<file path="src/asf_pkg.sv">
// How it works
// [RULE1] transmit line rests at mark when idle
// [RULE2] one is mark high, zero is space low
// [RULE3] equal bits hold level, no neutral return
// [RULE4] one start bit, then eight or nine data
// [RULE5] start bit is space, stop bits mark
// [RULE6] frame ends with stop; extra idle allowed
// [RULE7] every bit lasts one baud period
// [RULE8] bit timing from 8/16-bit baud generator
// [RULE9] data bits travel least significant first
// [RULE10] independent transmitter and receiver, shared format
// [RULE11] no hardware parity; ninth bit carries it
// [RULE12] synchronous mode: receive and data share pin; the core has no synchronous transfer, both sides stay idle
// [RULE13] hardware switches shared line driver direction itself
// [RULE14] host synchronous: transmit and clock share pin; the core drives no clock, it only releases the pin driver
// [RULE15] receiver samples at sixteen times baud rate
// [RULE16] queued character loads right after stop bit
// [RULE17] ninth bit is most significant, sent last
// [RULE18] stop sampled at space flags framing error
package asf_pkg;

	// line levels
	localparam logic       LVL_MARK    = 1'h1;
	localparam logic       LVL_SPACE   = 1'h0;

	// oversampling: sixteen ticks per bit
	localparam logic [3:0] OS_LAST     = 4'hF;
	localparam logic [3:0] OS_MID      = 4'h7;
	localparam logic [3:0] OS_RESET    = 4'h0;

	// character lengths in data bits
	localparam logic [3:0] BITS_EIGHT  = 4'h8;
	localparam logic [3:0] BITS_NINE   = 4'h9;
	localparam logic [3:0] BIT_STEP    = 4'h1;

	// data widths and reset values
	localparam int         CHAR_W      = 9;
	localparam int         FIFO_DEPTH  = 32;
	localparam int         BRG_W       = 16;
	localparam logic [15:0] BRG_RESET  = 16'h0000;
	localparam logic [15:0] BRG_STEP   = 16'h0001;
	localparam logic [8:0] CHAR_RESET  = 9'h000;

	// transmitter states
	typedef enum logic [1:0] {
		TX_IDLE  = 2'b00,
		TX_START = 2'b01,
		TX_DATA  = 2'b10,
		TX_STOP  = 2'b11
	} asf_tx_state_type;

	// receiver states
	typedef enum logic [1:0] {
		RX_IDLE  = 2'b00,
		RX_START = 2'b01,
		RX_DATA  = 2'b10,
		RX_STOP  = 2'b11
	} asf_rx_state_type;

endpackage

</file>
<file path="src/asf_fifo_if.sv">
// stream handshake between the core and its transmit queue
interface asf_fifo_if #(
	parameter int WIDTH = 9
);
	logic             in_valid;
	logic             in_ready;
	logic [WIDTH-1:0] in_data;
	logic             out_valid;
	logic             out_ready;
	logic [WIDTH-1:0] out_data;

	modport fifo (
		input  in_valid,
		output in_ready,
		input  in_data,
		output out_valid,
		input  out_ready,
		output out_data
	);

	modport user (
		output in_valid,
		input  in_ready,
		output in_data,
		input  out_valid,
		output out_ready,
		input  out_data
	);
endinterface

</file>
<file path="src/asf_fifo.sv">
module asf_fifo #(
	parameter int WIDTH = 9,
	parameter int DEPTH = 32
) (
	input  wire logic clk_i,
	input  wire logic rst_n_i,
	asf_fifo_if.fifo  port
);
	localparam int AW = $clog2(DEPTH);
	localparam logic [AW:0] CNT_FULL = DEPTH[AW:0];

	typedef struct packed {
		logic [DEPTH-1:0][WIDTH-1:0] mem;
		logic [AW-1:0]               wr_ptr;
		logic [AW-1:0]               rd_ptr;
		logic [AW:0]                 count;
		logic                        ready;
	} asf_fifo_state_type;

	asf_fifo_state_type q;
	asf_fifo_state_type d;
	logic               push;
	logic               pop;

	// handshake views of the stored state
	assign port.in_ready  = q.ready;
	assign port.out_valid = (q.count != '0);
	assign port.out_data  = q.mem[q.rd_ptr];

	// next state; ready is registered so the writer sees a clean level
	always_comb begin
		d    = q;
		push = port.in_valid & q.ready;
		pop  = port.out_ready & (q.count != '0);
		if (push) begin
			d.mem[q.wr_ptr] = port.in_data;
			d.wr_ptr        = q.wr_ptr + 1'b1;
		end
		if (pop) begin
			d.rd_ptr = q.rd_ptr + 1'b1;
		end
		case ({push, pop})
			2'b10:   d.count = q.count + 1'b1;
			2'b01:   d.count = q.count - 1'b1;
			default: d.count = q.count;
		endcase
		d.ready = (d.count != CNT_FULL);
		if (!rst_n_i) begin
			d       = '0;
			d.ready = 1'b1;
		end
	end

	always_ff @(posedge clk_i) begin
		q <= d;
	end

	chk_fifo_no_overflow: assert property (@(posedge clk_i) disable iff (!rst_n_i)
		q.count <= CNT_FULL) else $error("queue count above depth");

endmodule // asf_fifo

</file>
<file path="src/asf_core.sv">
module asf_core (
	input  wire logic                       REF_CLK_I,
	input  wire logic                       RST_N_I,
	input  wire logic                       PORT_EN_I,
	input  wire logic                       SYNC_MODE_I,
	input  wire logic                       TX_EN_I,
	input  wire logic                       RX_EN_I,
	input  wire logic                       NINE_BIT_I,
	input  wire logic                       BRG16_I,
	input  wire logic [asf_pkg::BRG_W-1:0]  BAUD_DIV_I,
	input  wire logic [asf_pkg::CHAR_W-1:0] TX_DATA_I,
	input  wire logic                       TX_VALID_I,
	output logic                            TX_READY_O,
	output logic                            TX_BUSY_O,
	input  wire logic                       RECEIVE_DATA_LINE_I,
	output logic [asf_pkg::CHAR_W-1:0]      RX_DATA_O,
	output logic                            RX_VALID_O,
	output logic                            RX_FRAME_ERR_O,
	output logic                            TRANSMIT_CLOCK_LINE_O,
	output logic                            TRANSMIT_CLOCK_LINE_OE_O
);
	import asf_pkg::*;

	typedef struct packed {
		logic                  rx_meta;
		logic                  rx_sync;
		logic [BRG_W-1:0]      brg_cnt;
		logic                  tick;
		asf_tx_state_type      tx_st;
		logic [3:0]            tx_os;
		logic [3:0]            tx_cnt;
		logic [CHAR_W-1:0]     tx_shift;
		logic                  tx_line;
		logic                  tx_oe;
		logic                  tx_busy;
		asf_rx_state_type      rx_st;
		logic [3:0]            rx_os;
		logic [3:0]            rx_cnt;
		logic [CHAR_W-1:0]     rx_shift;
		logic [CHAR_W-1:0]     rx_data;
		logic                  rx_valid;
		logic                  rx_ferr;
	} asf_core_state_type;

	localparam asf_core_state_type ST_RST = '{
		rx_meta:  LVL_MARK,
		rx_sync:  LVL_MARK,
		brg_cnt:  BRG_RESET,
		tick:     1'b0,
		tx_st:    TX_IDLE,
		tx_os:    OS_RESET,
		tx_cnt:   4'h0,
		tx_shift: CHAR_RESET,
		tx_line:  LVL_MARK,
		tx_oe:    1'b0,
		tx_busy:  1'b0,
		rx_st:    RX_IDLE,
		rx_os:    OS_RESET,
		rx_cnt:   4'h0,
		rx_shift: CHAR_RESET,
		rx_data:  CHAR_RESET,
		rx_valid: 1'b0,
		rx_ferr:  1'b0
	};

	asf_core_state_type q;
	asf_core_state_type d;
	logic               async_on;
	logic [3:0]         nbits;
	logic [BRG_W-1:0]   brg_limit;
	logic               tx_take;

	asf_fifo_if #(.WIDTH(CHAR_W)) txq ();

	// transmit queue; its ready reaches the writer as back-pressure
	asf_fifo #(
		.WIDTH (CHAR_W),
		.DEPTH (FIFO_DEPTH)
	) u_txq (
		.clk_i   (REF_CLK_I),
		.rst_n_i (RST_N_I),
		.port    (txq.fifo)
	);

	assign txq.in_valid  = TX_VALID_I;
	assign txq.in_data   = TX_DATA_I;
	assign txq.out_ready = tx_take;

	// shared format and rate for both directions
	assign async_on  = PORT_EN_I & ~SYNC_MODE_I;
	assign nbits     = NINE_BIT_I ? BITS_NINE : BITS_EIGHT; // [RULE4] [RULE10]
	assign brg_limit = BRG16_I ? BAUD_DIV_I : {8'h00, BAUD_DIV_I[7:0]}; // [RULE8]

	// whole next state of the core
	always_comb begin
		d       = q;
		tx_take = 1'b0;

		// two-stage synchroniser on the receive pin
		d.rx_meta  = RECEIVE_DATA_LINE_I;
		d.rx_sync  = q.rx_meta;
		d.rx_valid = 1'b0;

		// one baud generator feeds both sides at sixteen ticks per bit
		d.tick = 1'b0;
		if (!PORT_EN_I) begin
			d.brg_cnt = BRG_RESET;
		end else if (q.brg_cnt >= brg_limit) begin // [RULE8]
			d.brg_cnt = BRG_RESET;
			d.tick    = 1'b1;
		end else begin
			d.brg_cnt = q.brg_cnt + BRG_STEP;
		end

		// transmitter: start, data lsb first, stop
		case (q.tx_st)
			TX_IDLE: begin
				d.tx_os = OS_RESET;
				if (async_on && TX_EN_I && txq.out_valid) begin
					tx_take    = 1'b1;
					d.tx_shift = txq.out_data;
					d.tx_cnt   = 4'h0;
					d.tx_st    = TX_START; // [RULE4]
				end
			end
			TX_START: begin
				if (q.tick) begin
					if (q.tx_os == OS_LAST) begin // [RULE7]
						d.tx_os = OS_RESET;
						d.tx_st = TX_DATA;
					end else begin
						d.tx_os = q.tx_os + BIT_STEP;
					end
				end
			end
			TX_DATA: begin
				if (q.tick) begin
					if (q.tx_os == OS_LAST) begin // [RULE7]
						d.tx_os    = OS_RESET;
						d.tx_shift = {1'b0, q.tx_shift[CHAR_W-1:1]}; // [RULE9] [RULE17]
						d.tx_cnt   = q.tx_cnt + BIT_STEP;
						if (q.tx_cnt == nbits - BIT_STEP) begin
							d.tx_st = TX_STOP; // [RULE6]
						end
					end else begin
						d.tx_os = q.tx_os + BIT_STEP;
					end
				end
			end
			TX_STOP: begin
				if (q.tick) begin
					if (q.tx_os == OS_LAST) begin
						d.tx_os = OS_RESET;
						// back to back: next character leaves without a gap
						if (async_on && TX_EN_I && txq.out_valid) begin // [RULE16]
							tx_take    = 1'b1;
							d.tx_shift = txq.out_data;
							d.tx_cnt   = 4'h0;
							d.tx_st    = TX_START;
						end else begin
							d.tx_st = TX_IDLE; // [RULE6]
						end
					end else begin
						d.tx_os = q.tx_os + BIT_STEP;
					end
				end
			end
			default: begin
				d.tx_st = TX_IDLE;
			end
		endcase

		// disabling the transmitter drops a character mid frame
		if (!async_on || !TX_EN_I) begin
			d.tx_st = TX_IDLE;
			tx_take = 1'b0;
		end

		// receiver: find start edge, confirm mid bit, sample bit centres
		case (q.rx_st)
			RX_IDLE: begin
				d.rx_os = OS_RESET;
				if (q.rx_sync == LVL_SPACE) begin
					d.rx_st = RX_START;
				end
			end
			RX_START: begin
				if (q.tick) begin
					if (q.rx_os == OS_MID) begin // [RULE15]
						d.rx_os  = OS_RESET;
						d.rx_cnt = 4'h0;
						// a glitch shorter than half a bit is no start
						d.rx_st  = (q.rx_sync == LVL_SPACE) ? RX_DATA : RX_IDLE;
					end else begin
						d.rx_os = q.rx_os + BIT_STEP;
					end
				end
			end
			RX_DATA: begin
				if (q.tick) begin
					if (q.rx_os == OS_LAST) begin // [RULE15]
						d.rx_os    = OS_RESET;
						d.rx_shift = {q.rx_sync, q.rx_shift[CHAR_W-1:1]}; // [RULE9] [RULE2]
						d.rx_cnt   = q.rx_cnt + BIT_STEP;
						if (q.rx_cnt == nbits - BIT_STEP) begin
							d.rx_st = RX_STOP;
						end
					end else begin
						d.rx_os = q.rx_os + BIT_STEP;
					end
				end
			end
			RX_STOP: begin
				if (q.tick && q.rx_os == OS_LAST) begin
					// ninth bit lands in the top position, passed through as is
					d.rx_data  = NINE_BIT_I ? q.rx_shift
						: {1'b0, q.rx_shift[CHAR_W-1:1]}; // [RULE11] [RULE17]
					d.rx_valid = 1'b1;
					d.rx_ferr  = (q.rx_sync == LVL_SPACE); // [RULE18]
					d.rx_os    = OS_RESET;
					d.rx_st    = RX_IDLE;
				end else if (q.tick) begin
					d.rx_os = q.rx_os + BIT_STEP;
				end
			end
			default: begin
				d.rx_st = RX_IDLE;
			end
		endcase

		// receiver stops on its own enable or when async mode is off, not on the transmitter's
		if (!async_on || !RX_EN_I) begin // [RULE10]
			d.rx_st = RX_IDLE;
		end

		// line level follows the next state so pin and state move together
		case (d.tx_st)
			TX_START: d.tx_line = LVL_SPACE; // [RULE5]
			TX_DATA:  d.tx_line = d.tx_shift[0]; // [RULE2] [RULE3]
			default:  d.tx_line = LVL_MARK; // [RULE1] [RULE5]
		endcase
		// driver direction handled here, never by software;
		// released in synchronous mode so the shared pin can carry clock
		d.tx_oe   = async_on; // [RULE13] [RULE14]
		d.tx_busy = (d.tx_st != TX_IDLE);

		if (!RST_N_I) begin
			d       = ST_RST;
			tx_take = 1'b0;
		end
	end

	always_ff @(posedge REF_CLK_I) begin
		q <= d;
	end

	// outputs straight from flops
	assign TX_READY_O               = txq.in_ready;
	assign TX_BUSY_O                = q.tx_busy;
	assign RX_DATA_O                = q.rx_data;
	assign RX_VALID_O               = q.rx_valid;
	assign RX_FRAME_ERR_O           = q.rx_ferr;
	assign TRANSMIT_CLOCK_LINE_O    = q.tx_line;
	assign TRANSMIT_CLOCK_LINE_OE_O = q.tx_oe;

	chk_idle_mark: assert property (@(posedge REF_CLK_I) disable iff (!RST_N_I) // [RULE1]
		q.tx_st == TX_IDLE |-> TRANSMIT_CLOCK_LINE_O == LVL_MARK)
		else $error("idle line not at mark");

	chk_start_space: assert property (@(posedge REF_CLK_I) disable iff (!RST_N_I) // [RULE5]
		q.tx_st == TX_START |-> TRANSMIT_CLOCK_LINE_O == LVL_SPACE)
		else $error("start bit not at space");

	chk_stop_mark: assert property (@(posedge REF_CLK_I) disable iff (!RST_N_I) // [RULE6]
		q.tx_st == TX_STOP |-> TRANSMIT_CLOCK_LINE_O == LVL_MARK)
		else $error("stop bit not at mark");

	chk_data_lsb: assert property (@(posedge REF_CLK_I) disable iff (!RST_N_I) // [RULE9]
		q.tx_st == TX_DATA |-> TRANSMIT_CLOCK_LINE_O == q.tx_shift[0])
		else $error("data bit does not follow lsb");

	chk_bit_length: assert property (@(posedge REF_CLK_I) disable iff (!RST_N_I) // [RULE7]
		(q.tx_st == TX_DATA && $past(q.tx_st) == TX_DATA && q.tx_cnt != $past(q.tx_cnt))
		|-> $past(q.tick && q.tx_os == OS_LAST))
		else $error("bit advanced before sixteen ticks");

	chk_data_count: assert property (@(posedge REF_CLK_I) disable iff (!RST_N_I) // [RULE4]
		q.tx_st == TX_DATA |-> q.tx_cnt < nbits)
		else $error("too many data bits");

	chk_fast_reload: assert property (@(posedge REF_CLK_I) disable iff (!RST_N_I) // [RULE16]
		(q.tx_st == TX_STOP && q.tick && q.tx_os == OS_LAST && txq.out_valid
		&& async_on && TX_EN_I) ##1 (async_on && TX_EN_I) |-> q.tx_st == TX_START)
		else $error("queued character not loaded after stop");

	chk_frame_error: assert property (@(posedge REF_CLK_I) disable iff (!RST_N_I) // [RULE18]
		(q.rx_st == RX_STOP && q.tick && q.rx_os == OS_LAST && q.rx_sync == LVL_SPACE
		&& async_on && RX_EN_I) |=> (RX_VALID_O && RX_FRAME_ERR_O))
		else $error("framing error not flagged");

	chk_oe_auto: assert property (@(posedge REF_CLK_I) disable iff (!RST_N_I) // [RULE13]
		SYNC_MODE_I |=> !TRANSMIT_CLOCK_LINE_OE_O)
		else $error("driver left on in synchronous mode");

endmodule // asf_core

</file>
<file path="config.mk">
export PLATFORM = sky130hd
export DESIGN_NAME = asf_core
export DESIGN_NICKNAME = d
export VERILOG_FILES = /design/src/asf_pkg.sv /design/src/asf_fifo_if.sv /design/src/asf_fifo.sv /design/src/asf_core.sv
export SDC_FILE = /design/constraint.sdc
export NUM_CORES = 1
export LEC_CHECK = 0
export BUFFER_PORTS_ARGS = -buffer_cell sky130_fd_sc_hd__buf_2
export CORE_MARGIN = 3
export CORE_UTILIZATION = 55
export DETAILED_ROUTE_END_ITERATION = 10
export GPL_TIMING_DRIVEN = 1
export PLACE_DENSITY = 0.73
export SYNTH_ARGS = -nofsm -noshare
export SYNTH_HDL_FRONTEND = slang
export SYNTH_SLANG_ARGS = --single-unit
</file>
<file path="constraint.sdc">
create_clock -name REF_CLK_I -period 6.15 [get_ports REF_CLK_I]
set_input_delay 0.615 -clock REF_CLK_I [delete_from_list [all_inputs] [get_ports REF_CLK_I]]
set_output_delay 0.615 -clock REF_CLK_I [all_outputs]
set_load 0.01 [all_outputs]
</file>
Yosys cells after proc, flatten, opt, wreduce, memory -nomap -nowiden. Index checks and enable logic that the tools add are counted.

Add/sub/neg operators: 10. $lt $le $gt $ge: 4. Equal/unequal tests: 29. Multiplexer cells: 50. Bitwise logic cells: 7. Reduce and logical (&&, ||, !) cells: 26.

Operators with widths (number): $bwmux W288 (1); $mux W19 (3); $mux W13 (4); $pmux W6 S4 (2); $bmux W9 S5 (1); $demux W9 S5 (1); $pmux W13 S3 (1); $mux W9 (3); $mux W2 (13); $mux W4 (6); $ne A2 B2 Y1 const B (12); $add A16 B1 Y16 const B (1); $add A4 B1 Y4 const B (4); $ge A16 B16 Y1 (1); $mux W16 (1); $eq A2 B2 Y1 const B (6); $lt A5 B6 Y1 const B (2); $pmux W6 S2 (1); $add A5 B1 Y5 const B (2); $mux W10 (1); $reduce_and A5 Y1 (2); $reduce_and A3 Y1 (3); $eq A2 B1 Y1 const B (4); $eq A4 B4 Y1 (2); 25 further kinds (49).

Register bits: 376. Input port bits: 35. Output and inout port bits: 15. Logic and storage cells: 181.

Depth between registers and ports, before layout. Gate-level depths: netlist of run 1.

Depth after elaboration: 14. Depth in mapped cells: 15.

Modules after synthesis. Synthesis of run 1 repeated with hierarchy kept, for this count alone.

Cell total of the unflattened synthesis: 1800. Area total of the unflattened synthesis: 18179.9 sq um.

Modules (own cells, without submodules): asf_fifo (times used 1, cells an instance 1370, area each 14446.4 sq um, seq. area each 6105.9 sq um); asf_core (times used 1, cells an instance 430, area each 3733.6 sq um, seq. area each 1421.4 sq um).

Worst setup path after synthesis of run 1. Ideal clock, no wire load.

Kind: input-to-reg. Start point: input SYNC_MODE_I. End point: register u_txq.q, in the netlist u_txq.port.in_ready. Setup time: 127 ps. Arrival: 2960 ps. Slack: 3063 ps. Stages on the path: 13. Buffers on the path: 0. Cell sequence: nand3b_1 -> a21oi_1 -> nand2b_1 -> nor3_2 -> ha_1 -> ha_1 -> a21o_1 -> a21oi_1 -> or4_1 -> nand3_1 -> xnor2_1 -> nor2_1 -> nand3_1.

Cells in the longest elaborated chain, start to end: 14. Elaborated cells on any way between the ends: 17.

Ends and longest elaborated chain: start: declaration (RTL line asf_core.sv:5) `input wire logic SYNC_MODE_I,`; $not A1 Y1 * (RTL line asf_core.sv:90) `assign async_on = PORT_EN_I & ~SYNC_MODE_I;`; $and A1 B1 Y1 * (RTL line asf_core.sv:90); $logic_and A1 B1 Y1 (2 in a row) (RTL line asf_core.sv:119, asf_core.sv:155); $mux W1 (RTL line asf_core.sv:119, asf_core.sv:155); $mux W1 (RTL line asf_core.sv:152) `if (q.tx_os == OS_LAST) begin`; $mux W1 (RTL line asf_core.sv:151) `if (q.tick) begin`; $pmux W1 S2 (RTL line asf_core.sv:116) `case (q.tx_st)`; $mux W1 * (RTL line asf_core.sv:174) `if (!async_on || !TX_EN_I) begin`; $mux W1 * (RTL line asf_core.sv:247) `if (!RST_N_I) begin`; $and A1 B1 Y1 * (RTL line asf_fifo.sv:34) `pop = port.out_ready & (q.count != '0);`; named net u_txq.pop (RTL line asf_fifo.sv:23) `logic pop;`; $eq A2 B1 Y1 / $eq A2 B2 Y1 (equally long branches) (RTL line asf_fifo.sv:42) `case ({push, pop})`; $pmux W6 S2 * (RTL line asf_fifo.sv:42); $ne A6 B6 Y1 * (RTL line asf_fifo.sv:47) `d.ready = (d.count != CNT_FULL);`; end: declaration (RTL line asf_fifo.sv:20) `asf_fifo_state_type q;`.

Mark *: on every way through the listed nets, which the timed path passes. The rest lies on a longest branch. A chain may end at the register's enable or synchronous reset.

Worst setup path after layout of run 1.
Start point: register q[46] (netlist name). End point: register u_txq.q, in the netlist u_txq.port.in_ready.

Cells in the longest elaborated chain, start to end: 10. Elaborated cells on any way between the ends: 11.

Ends and longest elaborated chain: start: declaration (RTL line asf_core.sv:66) `asf_core_state_type q;`; start signal: assignment (RTL line asf_core.sv:254) `q <= d;`; $eq A4 B4 Y1 * (RTL line asf_core.sv:152); $mux W1 * (RTL line asf_core.sv:152); $mux W1 * (RTL line asf_core.sv:151); $pmux W1 S2 * (RTL line asf_core.sv:116); $mux W1 * (RTL line asf_core.sv:174); $mux W1 * (RTL line asf_core.sv:247); $and A1 B1 Y1 * (RTL line asf_fifo.sv:34); named net u_txq.pop (RTL line asf_fifo.sv:23); $eq A2 B1 Y1 / $eq A2 B2 Y1 (equally long branches) (RTL line asf_fifo.sv:42); $pmux W6 S2 * (RTL line asf_fifo.sv:42); $ne A6 B6 Y1 * (RTL line asf_fifo.sv:47).

Marks and branches as above.

==> results of run 1 <==
-- logic make-up after synthesis --
kind of cell    count (synthesis)  share of synthesized area, %
flops                         376                          44.2
simple gates                  604                          15.1
buf+inv                       167                          4.04
xor+xnor                       27                          1.39
mux                           347                          26.7
compound gates                163                          5.62
fa+ha+maj                      38                          2.84
-- stage by stage --
stage          area, sq um  hold WS, ns
6_report             18600        0.275
3_3_place_gp         17300        0.422
5_1_grt              18600        0.276
3_5_place_dp         17300        0.424
4_1_cts              18600        0.258
2_1_floorplan        17000        0.386
-- worst max-delay path, stage by stage (launching register included) --
cell	delay (ns)
dfxtp_1	0.38
ha_1	0.27
and4_1	0.31
a21oi_1	0.17
nand2b_1	0.21
nor3_2	0.39
ha_1	0.38
ha_1	0.28
a21o_1	0.18
a21oi_1	0.25
or4_1	0.16
nand3_1	0.09
xnor2_1	0.14
nor2_1	0.12
nand3_1	0.10
-- final timing paths --
path | startpoint | end | slack, ns | cells after the start
setup reg to reg | q[46]$_SDFFE_PN0P_ | u_txq.port.in_ready$_SDFF_PN1_ | 2.60 | 14
hold / removal | SYNC_MODE_I | TRANSMIT_CLOCK_LINE_OE_O$_SDFF_PN0_ | 0.27 | 2
hold reg to reg | q[70]$_SDFF_PN1_ | q[69]$_SDFF_PN1_ | 0.43 | 1
setup / recovery | q[46]$_SDFFE_PN0P_ | u_txq.port.in_ready$_SDFF_PN1_ | 2.60 | 14
-- layout by cell type, fill, tap and decap left out, drive strengths merged, types with 10 or more instances in the layout --
cell type / Yosys / final
dfxtp: 376 / 376
nor2: 341 / 341
mux2i: 260 / 260
nand2: 132 / 132
a21oi: 86 / 86
mux4: 86 / 86
nand3: 57 / 57
buf: 35 / 57
clkbuf: 96 / 57
ha: 37 / 37
inv: 36 / 36
o21ai: 28 / 28
xor2: 15 / 15
xnor2: 12 / 12
clkinv: 0 / 12
a21o: 11 / 11
nor3: 11 / 11
nand4: 10 / 10
a211oi: 10 / 10
-- registers in the layout (all words and copies together) (netlist names) --
| signal | count |
|---|---|
| u_txq.q | 304 |
| q | 57 |
| RX_DATA_O | 9 |
| RX_FRAME_ERR_O | 1 |
| RX_VALID_O | 1 |
| TRANSMIT_CLOCK_LINE_O | 1 |
| TRANSMIT_CLOCK_LINE_OE_O | 1 |
| TX_BUSY_O | 1 |
| u_txq.port.in_ready | 1 |
-- power by group through the flow --
stage                     Combinational, mW  Clock, mW  Sequential [mW]
final                                 0.207       2.35             2.47
after global routing                  0.227       2.50             2.47
after CTS                             0.206       2.39             2.47
after detailed placement              0.205          0             2.52
after global placement                0.201          0             2.52
after floorplan                       0.152          0             2.51
-- layout make-up --
type	instances	area share (%)
tap	390	2.63
inverter	36	0.768
timing repair buffer	57	1.64
sequential	376	40.6
clock inverter	14	0.512
clock buffer	57	6.44
multi-input combinational	1179	47.4
-- routing by layer --
layer / routed length (um) / GRT usage [%] / vias to the layer above
met5: 0 / 0 / -
met4: 1230 / 7.92 / 0
met3: 2570 / 4.57 / 84
met2: 18700 / 38.7 / 352
met1: 17300 / 32.1 / 6098
li1: - / - / 5926
==> run summary, run 1 <==
CTS root buf -> clkbuf_16
Syn nets -> 1795
Netlist cell types -> 52
Footprint of the multi-input gates -> 0.00881 sq mm
Reg area -> 0.00753 sq mm
Max-cap violations -> 0
Vias per cell -> 5.91
DR DRC count -> 0
Crit path required time -> 6.55 ns
Synth area leaders -> dfxtp_1, mux2i_1, mux4_2
Initial core utilization -> 56.7%
Fraction of layout cells with a size suffix above 1 -> 13.5%
CTS Buf Count -> 40
YS warnings -> 0
Fillers -> 2464
# resized after CTS -> 0
Nets@finish -> 1763
Core Util, Final -> 61.8%
Top-count cell post-synth -> dfxtp_1
Post-CTS Hold Fix Bufs -> 0
Maximum clock path buffer count -> 3
Placed cells -> 2038
Top cells by count, synth -> dfxtp_1, nor2_1, mux2i_1
Net Sw Power -> 1.12 mW
Pre-CTS setup slack -> 2.47 ns
Worst-path maximum fanout -> 7
Post-DP HPWL -> 25000 um
Clock skew -> 0.00790 ns
Die Y -> 182 um
First-pass GRT wire length -> 64200 um
Tmin final -> 3.55 ns
Synthesis-stage register bit count -> 376
Max Slew Vio Count -> 0
Int Power -> 3.90 mW
Area share of the leading cell type in the synthesized netlist -> 44.2%
Power density over the cells -> 270 mW/mm^2
Worst rel slew slack -> 22.5%
Part of the power in registers -> 49.1%
Die extent in x -> 182 um
Max Fclk -> 282 MHz
P&R area growth vs syn -> 9.11%
WL final -> 39800 um
Reg clk slew, reported paths -> 0.06 ns
Remaining global-route overflow -> 0
Share of power burned in the clock network -> 46.7%
IO Pins -> 50
RePlAce Congestion -> 0.857
Synthesized area -> 0.0170 sq mm
Clk Latency, worst-skew pair -> 0.52 ns
Seq/Total Area, Yosys -> 44.2%
CP arrival -> 3.95 ns
Run status -> completed
Peak VDD IR -> 154 uV
Core footprint -> 0.0300 sq mm
Num rows -> 63
Switch share -> 22.3%
Non-Filler Instances -> 2109
IO Port Bufs -> 49
Vias in the first global route -> 12092
Fraction of registers with async set/reset -> 0%
Combinational share of power -> 4.1%
Kind of critical path -> register to register
Fin Setup TNS -> 0 ns
Antenna cells -> 0
Final hold violations -> 0
ANT nets after route -> 0
Least-Margin Pin Slew -> 1.16 ns
Worst Setup End Kind -> register
EDFF count, synth -> 0
Postcts setup bufs -> 0
Overall power -> 5.02 mW
Initial antenna violation count -> 0
Syn avg cell area -> 9.88 sq um
Vias post-DR -> 12460
Crit path launch type -> register
Yosys top cell by area -> dfxtp_1
Hold Crit Class -> input pin to register
Final worst-path cycle share -> 57.7%
Wirelength per Cell -> 18.9 um
CTS tree -> yes
Die outline area -> 0.0331 sq mm
CTS sink cnt -> 376
Leak pwr -> 7.29 nW
CTS H-tree lvls -> 2
RSZ-0062 raised after global routing -> false
Worst setup margin -> 2.60 ns
DR pass1 iterations -> 6
DRT iter0 DRCs -> 1055
Post-synth top flop -> dfxtp_1
Largest net degree at the start of global routing -> 129
Final setup vio count -> 0
Synth Instances -> 1722
GR Util All Layers -> 23.8%
(Power assumes the default switching activity.)
==> run 2: changes to the inputs <==
ABC_AREA = 1   (was default)
PLACE_DENSITY = 0.76   (was 0.73)
clock period = 2.9 ns   (was 6.15 ns; I/O delays follow)
==> run summary, run 2 <==
Final hold violations -> 0 (unchanged)
CTS H-tree lvls -> 2 (unchanged)
Hold path startpoint -> RX_EN_I
YS warnings -> 0 (unchanged)
Max Slew Vio Count -> 0 (unchanged)
Vias in the first global route -> 15803 (+31%)
DR pass1 iterations -> 6 (unchanged)
Initial antenna violation count -> 0 (unchanged)
WL final -> 49600 um (+25%)
DRT iter0 DRCs -> 1818 (+72%)
Yosys top cell by area -> dfxtp_1
Wirelength per Cell -> 16.8 um (-11%)
Power density over the cells -> 575 mW/mm^2 (+110%)
Critical Path, Cell by Cell -> ha_2 -> nand3_4 -> nor2_8 -> a21oi_4 -> nor2_4 -> nand2_2 -> clkinv_2 -> ha_1 -> inv_1 -> fa_1 -> inv_1 -> nand2_1 -> a21oi_1 -> nor2_1 -> nand2_1 -> nand2_1 -> o22ai_2 -> nor3b_2 -> nand3_1
GR Util All Layers -> 28.4% (+4.6 points)
Maximum clock path buffer count -> 3 (unchanged)
EDFF count, synth -> 0 (unchanged)
Nets@finish -> 2593 (+47%)
Clock skew -> 0.0147 ns (+0.00677 ns)
Core footprint -> 0.0310 sq mm (+3.2%)
Synthesized area -> 0.0176 sq mm (+3.1%)
Post-synth top flop -> dfxtp_1
Pre-CTS setup slack -> 0.0699 ns (-2.40 ns)
Seq/Total Area, Yosys -> 42.9% (-1.3 points)
R2r endpoint -> u_txq.port.in_ready$_SDFF_PN1_
Commonest cells after routing, fill and taps aside -> nor2_1, o21ai_0, dfxtp_1, nand2_1, nand3_1
Antenna cells -> 0 (unchanged)
Die outline area -> 0.0341 sq mm (+3.0%)
CP most frequent cell -> nand2_1
Vias post-DR -> 16989 (+36%)
First-pass GRT wire length -> 79800 um (+24%)
Syn avg cell area -> 6.94 sq um (-30%)
Worst-path maximum fanout -> 4 (-3)
Commonest non-fill, non-tap cell in the layout -> nor2_1
FF-to-FF path depth -> 19 (+5)
Max reg flops -> 304 (unchanged)
Synth Instances -> 2529 (+47%)
Hold Crit Class -> input pin to register
Largest Register -> u_txq.q
Hold Path Depth -> 3 (+1)
Post-DP HPWL -> 30000 um (+20%)
Fraction of layout cells with a size suffix above 1 -> 8.94% (-4.6 points)
Worst Hold Margin -> 0.0207 ns (-0.254 ns)
CTS Buf Count -> 41 (+2.5%)
Max Fclk -> 366 MHz (+30%)
R2R Path Start -> q[46]$_SDFFE_PN0P_
Leak pwr -> 8.09 nW (+11%)
Max-cap violations -> 0 (unchanged)
IO Pins -> 50 (unchanged)
Netlist cell types -> 49 (-5.8%)
Die extent in x -> 185 um (+1.5%)
Die Y -> 185 um (+1.5%)
DR DRC count -> 0 (unchanged)
Fillers -> 2740 (+11%)
Vias per cell -> 5.76 (-2.4%)
Remaining global-route overflow -> 0 (unchanged)
CP arrival -> 3.14 ns (-0.81 ns)
Top cells by count, synth -> nor2_1, o21ai_0, dfxtp_1
Synthesis-stage register bit count -> 376 (unchanged)
Crit path launch type -> register
Worst Setup End Kind -> register
Clk Latency, worst-skew pair -> 0.53 ns (about the same)
IO Port Bufs -> 49 (unchanged)
Worst rel slew slack -> 22.3% (-0.21 points)
Footprint of the multi-input gates -> 0.00868 sq mm (-1.4%)
Largest net degree at the start of global routing -> 295 (+130%)
Worst Hold Path EP -> q[29]$_SDFFE_PP0P_
Num rows -> 64 (+1.6%)
Fraction of registers with async set/reset -> 0% (unchanged)
Slowest CP cell -> dfxtp_2
Synth area leaders -> dfxtp_1, nor2_1, o21ai_0
CTS root buf -> clkbuf_16
CTS sink cnt -> 376 (unchanged)
R2R Setup Slk -> 0.17 ns (-2.43 ns)
Tmin final -> 2.73 ns (-0.818 ns)
Run status -> completed
RePlAce Congestion -> 0.866 (+1.1%)
CP max stage delay -> 0.35 ns (-0.04 ns)
Reg area -> 0.00754 sq mm (about the same)
Worst setup margin -> 0.171 ns (-2.43 ns)
ANT nets after route -> 0 (unchanged)
P&R area growth vs syn -> 10.7%
Crit path required time -> 3.31 ns (-3.24 ns)
Initial core utilization -> 56.6% (about the same)
Least-Margin Pin Slew -> 1.17 ns (+0.00311 ns)
Top-count cell post-synth -> nor2_1
Final worst-path cycle share -> 94.1% (+36 points)
Final setup vio count -> 0 (unchanged)
CTS tree -> yes
Peak VDD IR -> 502 uV (+230%)
Area share of the leading cell type in the synthesized netlist -> 42.9% (-1.3 points)
Kind of critical path -> register to register
Reg clk slew, reported paths -> 0.06 ns (about the same)
Syn nets -> 2602 (+45%)
[run 2: metal layers]
layer / GRT usage [%] / vias to the layer above / wire (um)
li1: - / 8247 / -
met1: 38.6 / 7864 / 21400
met2: 45.9 / 751 / 22400
met3: 4.60 / 127 / 4150
met4: 10.5 / 0 / 1650
met5: 0 / - / 0
[run 2: metrics by stage]
| stage | utilization (%) | area (sq um) | setup TNS [ns] | instances | power (mW) |
|---|---|---|---|---|---|
| 2_1_floorplan | - | 17600 | 0 | 2529 | 5.84 |
| 3_3_place_gp | 58.1 | 18000 | 0 | 2869 | 6.07 |
| 3_5_place_dp | 58.1 | 18000 | 0 | 2869 | 6.08 |
| 4_1_cts | 62.5 | 19400 | 0 | 2945 | 11.2 |
| 5_1_grt | 62.7 | 19400 | -0.00688 | 2947 | 11.5 |
| 6_report | 62.7 | 19400 | 0 | 2947 | 11.2 |
[run 2: power breakdown]
part | internal, mW | switching [mW]
Sequential | 5.23 | 0.0461
Clock | 3.07 | 2.10
Combinational | 0.200 | 0.524
[run 2: final cells by class]
class                   count  share of cell area, %
clock buffers              67                   6.72
multi-input cells        1828                   44.7
flip-flops and latches    376                   38.8
clock inverters             7                  0.200
well taps                 396                   2.55
repair buffers             93                   3.47
inverters                 180                   3.57
[run 2: how the worst max path moves through the flow]
stage / slack, ns / to / from
global route: -0.007 / u_txq.port.in_ready$_SDFF_PN1_ / q[46]$_SDFFE_PN0P_
global placement: 0.13 / u_txq.port.in_ready$_SDFF_PN1_ / q[46]$_SDFFE_PN0P_
detailed placement: 0.07 / u_txq.port.in_ready$_SDFF_PN1_ / q[46]$_SDFFE_PN0P_
finish: 0.17 / u_txq.port.in_ready$_SDFF_PN1_ / q[46]$_SDFFE_PN0P_
floorplan: 0.21 / u_txq.port.in_ready$_SDFF_PN1_ / q[46]$_SDFFE_PN0P_
CTS: 0.05 / u_txq.port.in_ready$_SDFF_PN1_ / q[46]$_SDFFE_PN0P_
[run 2: timing repair]
| action | in CTS | in global routing |
|---|---|---|
| setup buffers | 0 | 2 |
| hold buffers | 2 | 0 |
| setup endpoints to repair | 0 | 2 |
| resized for setup | 0 | 12 |
| endpoints found under the hold margin | 2 | 0 |
[run 2: critical path, delay by kind of cell (launching register included)]
kind	cells	cell delay, ns
simple gates	10	0.99
fa+ha+maj	3	0.75
flops	1	0.35
compound gates	3	0.34
buf+inv	3	0.20
[run 2: cell families after synthesis]
| group | Yosys count | synth area share (%) |
|---|---|---|
| compound gates | 574 | 17.1 |
| flops | 376 | 42.9 |
| fa+ha+maj | 38 | 2.75 |
| simple gates | 1201 | 28.6 |
| xor+xnor | 15 | 0.749 |
| buf+inv | 325 | 7.94 |
==> run 3: changes to the inputs <==
PLACE_DENSITY = 0.75   (was 0.76)
REMOVE_ABC_BUFFERS = 1   (was default)
SKIP_LAST_GASP = 1   (was default)
==> run summary, run 3 (same netlist as run 2, synthesis figures left out) <==
Run status -> completed
Worst Setup End Kind -> register
Num rows -> 64 (unchanged)
Worst setup margin -> 0.227 ns (+0.0559 ns)
Maximum clock path buffer count -> 3 (unchanged)
Wire length on met3 -> 3530 um (-15%)
Design Area, Final -> 0.0194 sq mm (about the same)
Worst Hold Margin -> 0.0200 ns (-0.000651 ns)
Placed cells -> 2863 (-0.21%)
Reg clk slew, reported paths -> 0.06 ns (about the same)
Leak pwr -> 8.08 nW (-0.11%)
Tmin final -> 2.67 ns (-0.0559 ns)
Crit path required time -> 3.29 ns (-0.02 ns)
FF-to-FF path depth -> 18 (-1)
Crit. Startpoint -> q[46]$_SDFFE_PN0P_
Vias in the first global route -> 15612 (-1.2%)
R2r endpoint -> u_txq.port.in_ready$_SDFF_PN1_
DR pass1 iterations -> 6 (unchanged)
Placed Area -> 0.0179 sq mm (-0.32%)
Vias per cell -> 5.75 (-0.27%)
P&R area growth vs syn -> 10.7% (about the same)
Fillers -> 2738 (-0.073%)
DR WL met2 -> 22200 um (-0.70%)
Crit path launch type -> register
R2R Setup Slk -> 0.23 ns (+0.06 ns)
Commonest cells after routing, fill and taps aside -> nor2_1, o21ai_0, dfxtp_1, nand2_1, nand3_1
Initial antenna violation count -> 0 (unchanged)
Commonest non-fill, non-tap cell in the layout -> nor2_1
Remaining global-route overflow -> 0 (unchanged)
Slowest CP cell -> dfxtp_4
Initial core utilization -> 56.6% (unchanged)
CP max stage delay -> 0.36 ns (about the same)
Worst-path maximum fanout -> 4 (unchanged)
CTS sink cnt -> 376 (unchanged)
RePlAce Congestion -> 0.877 (+1.3%)
First-pass GRT wire length -> 79400 um (-0.58%)
Fraction of layout cells with a size suffix above 1 -> 9.04% (+0.10 points)
Clk Latency, worst-skew pair -> 0.54 ns (about the same)
Die Y -> 185 um (unchanged)
Pre-CTS setup slack -> 0.0307 ns (-0.0391 ns)
Die extent in x -> 185 um (unchanged)
Highest routed metal layer -> met4
Wirelength per Cell -> 16.5 um (-1.8%)
Critical Path, Cell by Cell -> ha_4 -> nand3_4 -> nor2_8 -> a21oi_4 -> nor2_4 -> nand2_2 -> clkinv_2 -> ha_2 -> buf_4 -> ha_1 -> nand3_1 -> nand3_1 -> a21oi_1 -> o21bai_1 -> xor2_1 -> nand2_1 -> nand2_1 -> nand3_1
R2R Path Start -> q[46]$_SDFFE_PN0P_
Antenna cells -> 0 (unchanged)
IO Pins -> 50 (unchanged)
M1 WL -> 21100 um (-1.3%)
DRT iter0 DRCs -> 2028 (+12%)
Kind of critical path -> register to register
Core footprint -> 0.0310 sq mm (unchanged)
IO Port Bufs -> 49 (unchanged)
Max Fclk -> 374 MHz (+2.1%)
Hold path startpoint -> RX_EN_I
Final worst-path cycle share -> 92.2% (-1.9 points)
Fin Setup TNS -> 0 ns (unchanged)
Least-Margin Pin Slew -> 0.998 ns (-0.167 ns)
ANT nets after route -> 0 (unchanged)
DR DRC count -> 0 (unchanged)
Final setup vio count -> 0 (unchanged)
Post-DP HPWL -> 29700 um (-1.0%)
Power density over the cells -> 585 mW/mm^2 (+1.7%)
Max reg flops -> 304 (unchanged)
CTS H-tree lvls -> 2 (unchanged)
CP most frequent cell -> nand3_1
Worst rel slew slack -> 33.4% (+11 points)
Final hold violations -> 0 (unchanged)
CP arrival -> 3.06 ns (-0.08 ns)
CTS tree -> yes
Max Slew Vio Count -> 0 (unchanged)
CTS root buf -> clkbuf_16
Hold Crit Class -> input pin to register
Peak VDD IR -> 527 uV (+4.9%)
Nets@finish -> 2587 (-0.23%)
Max-cap violations -> 0 (unchanged)
CTS Buf Count -> 40 (-2.4%)
Vias post-DR -> 16903 (-0.51%)
CP Capture Point -> u_txq.port.in_ready$_SDFF_PN1_
Largest Register -> u_txq.q
WL final -> 48600 um (-2.1%)
Non-Filler Instances -> 2940 (-0.24%)
Clock skew -> 0.0185 ns (+0.00381 ns)
GR Util All Layers -> 28.1% (-0.33 points)
Largest net degree at the start of global routing -> 253 (-14%)
Die outline area -> 0.0341 sq mm (unchanged)
## run 3: changes by cell type in the layout (fill, tap and decap cells not counted), moves of 2 or more
| cell | delta |
|---|---|
| clkbuf_1 | -7 |
| bufinv_16 | +5 |
| clkbuf_8 | -5 |
| clkinv_2 | +5 |
| buf_4 | -4 |
| clkbuf_16 | -2 |
| dfxtp_4 | +2 |
| nand3_1 | +2 |
| nand3_2 | -2 |
## run 3: per-layer routing
metal,up-vias,GRT usage (%)
met3,125,3.77
li1,8242,-
met1,7881,38.7
met4,0,10.0
met5,-,0
met2,655,45.5
## run 3: area by class of cell
class	instances	area, sq um	share of cell area [%]
well taps	396	495	2.55
flip-flops and latches	376	7540	38.8
repair buffers	88	624	3.21
clock inverters	19	230	1.19
multi-input cells	1828	8680	44.7
clock buffers	53	1160	5.98
inverters	180	693	3.57
## run 3: power by group
group	internal [mW]	switching [mW]	total, mW
logic	0.195	0.516	0.711
registers	5.23	0.0420	5.27
clock network	3.26	2.12	5.38
total	8.69	2.67	11.4
## run 3: worst min path at each step
| stage | cells after the start | endpoint | slack (ns) |
|---|---|---|---|
| global placement | 1 | q[69]$_SDFF_PN1_ | 0.40 |
| finish | 3 | q[29]$_SDFFE_PP0P_ | 0.02 |
| global route | 3 | q[28]$_SDFFE_PP0P_ | 0.04 |
| detailed placement | 1 | q[69]$_SDFF_PN1_ | 0.41 |
| floorplan | 1 | TRANSMIT_CLOCK_LINE_OE_O$_SDFF_PN0_ | 0.37 |
| CTS | 3 | q[29]$_SDFFE_PP0P_ | 0.006 |
## run 3: critical path, delay by kind of cell, from the launching register on
family                   cells  cell delay (ns)
AND/OR/NAND/NOR              9             0.73
buffers and inverters        2             0.22
AO/OA/AOI/OAI                3             0.42
adder cells (fa/ha/maj)      3             0.63
XOR/XNOR                     1             0.19
flip-flops                   1             0.36
## run 3: through the flow
step / util, % / total power, mW
after global placement: 57.9 / 6.06
final: 62.7 / 11.4
after detailed placement: 57.9 / 6.08
after floorplan: - / 5.73
after CTS: 62.4 / 11.4
after global routing: 62.7 / 11.7
## run 3: repair_timing
item | CTS | global route
endpoints found under the setup margin | 0 | 3
hold endpoints to repair | 2 | 0
gates resized for setup | 0 | 17
hold buffers | 2 | 0
setup buffers | 0 | 3
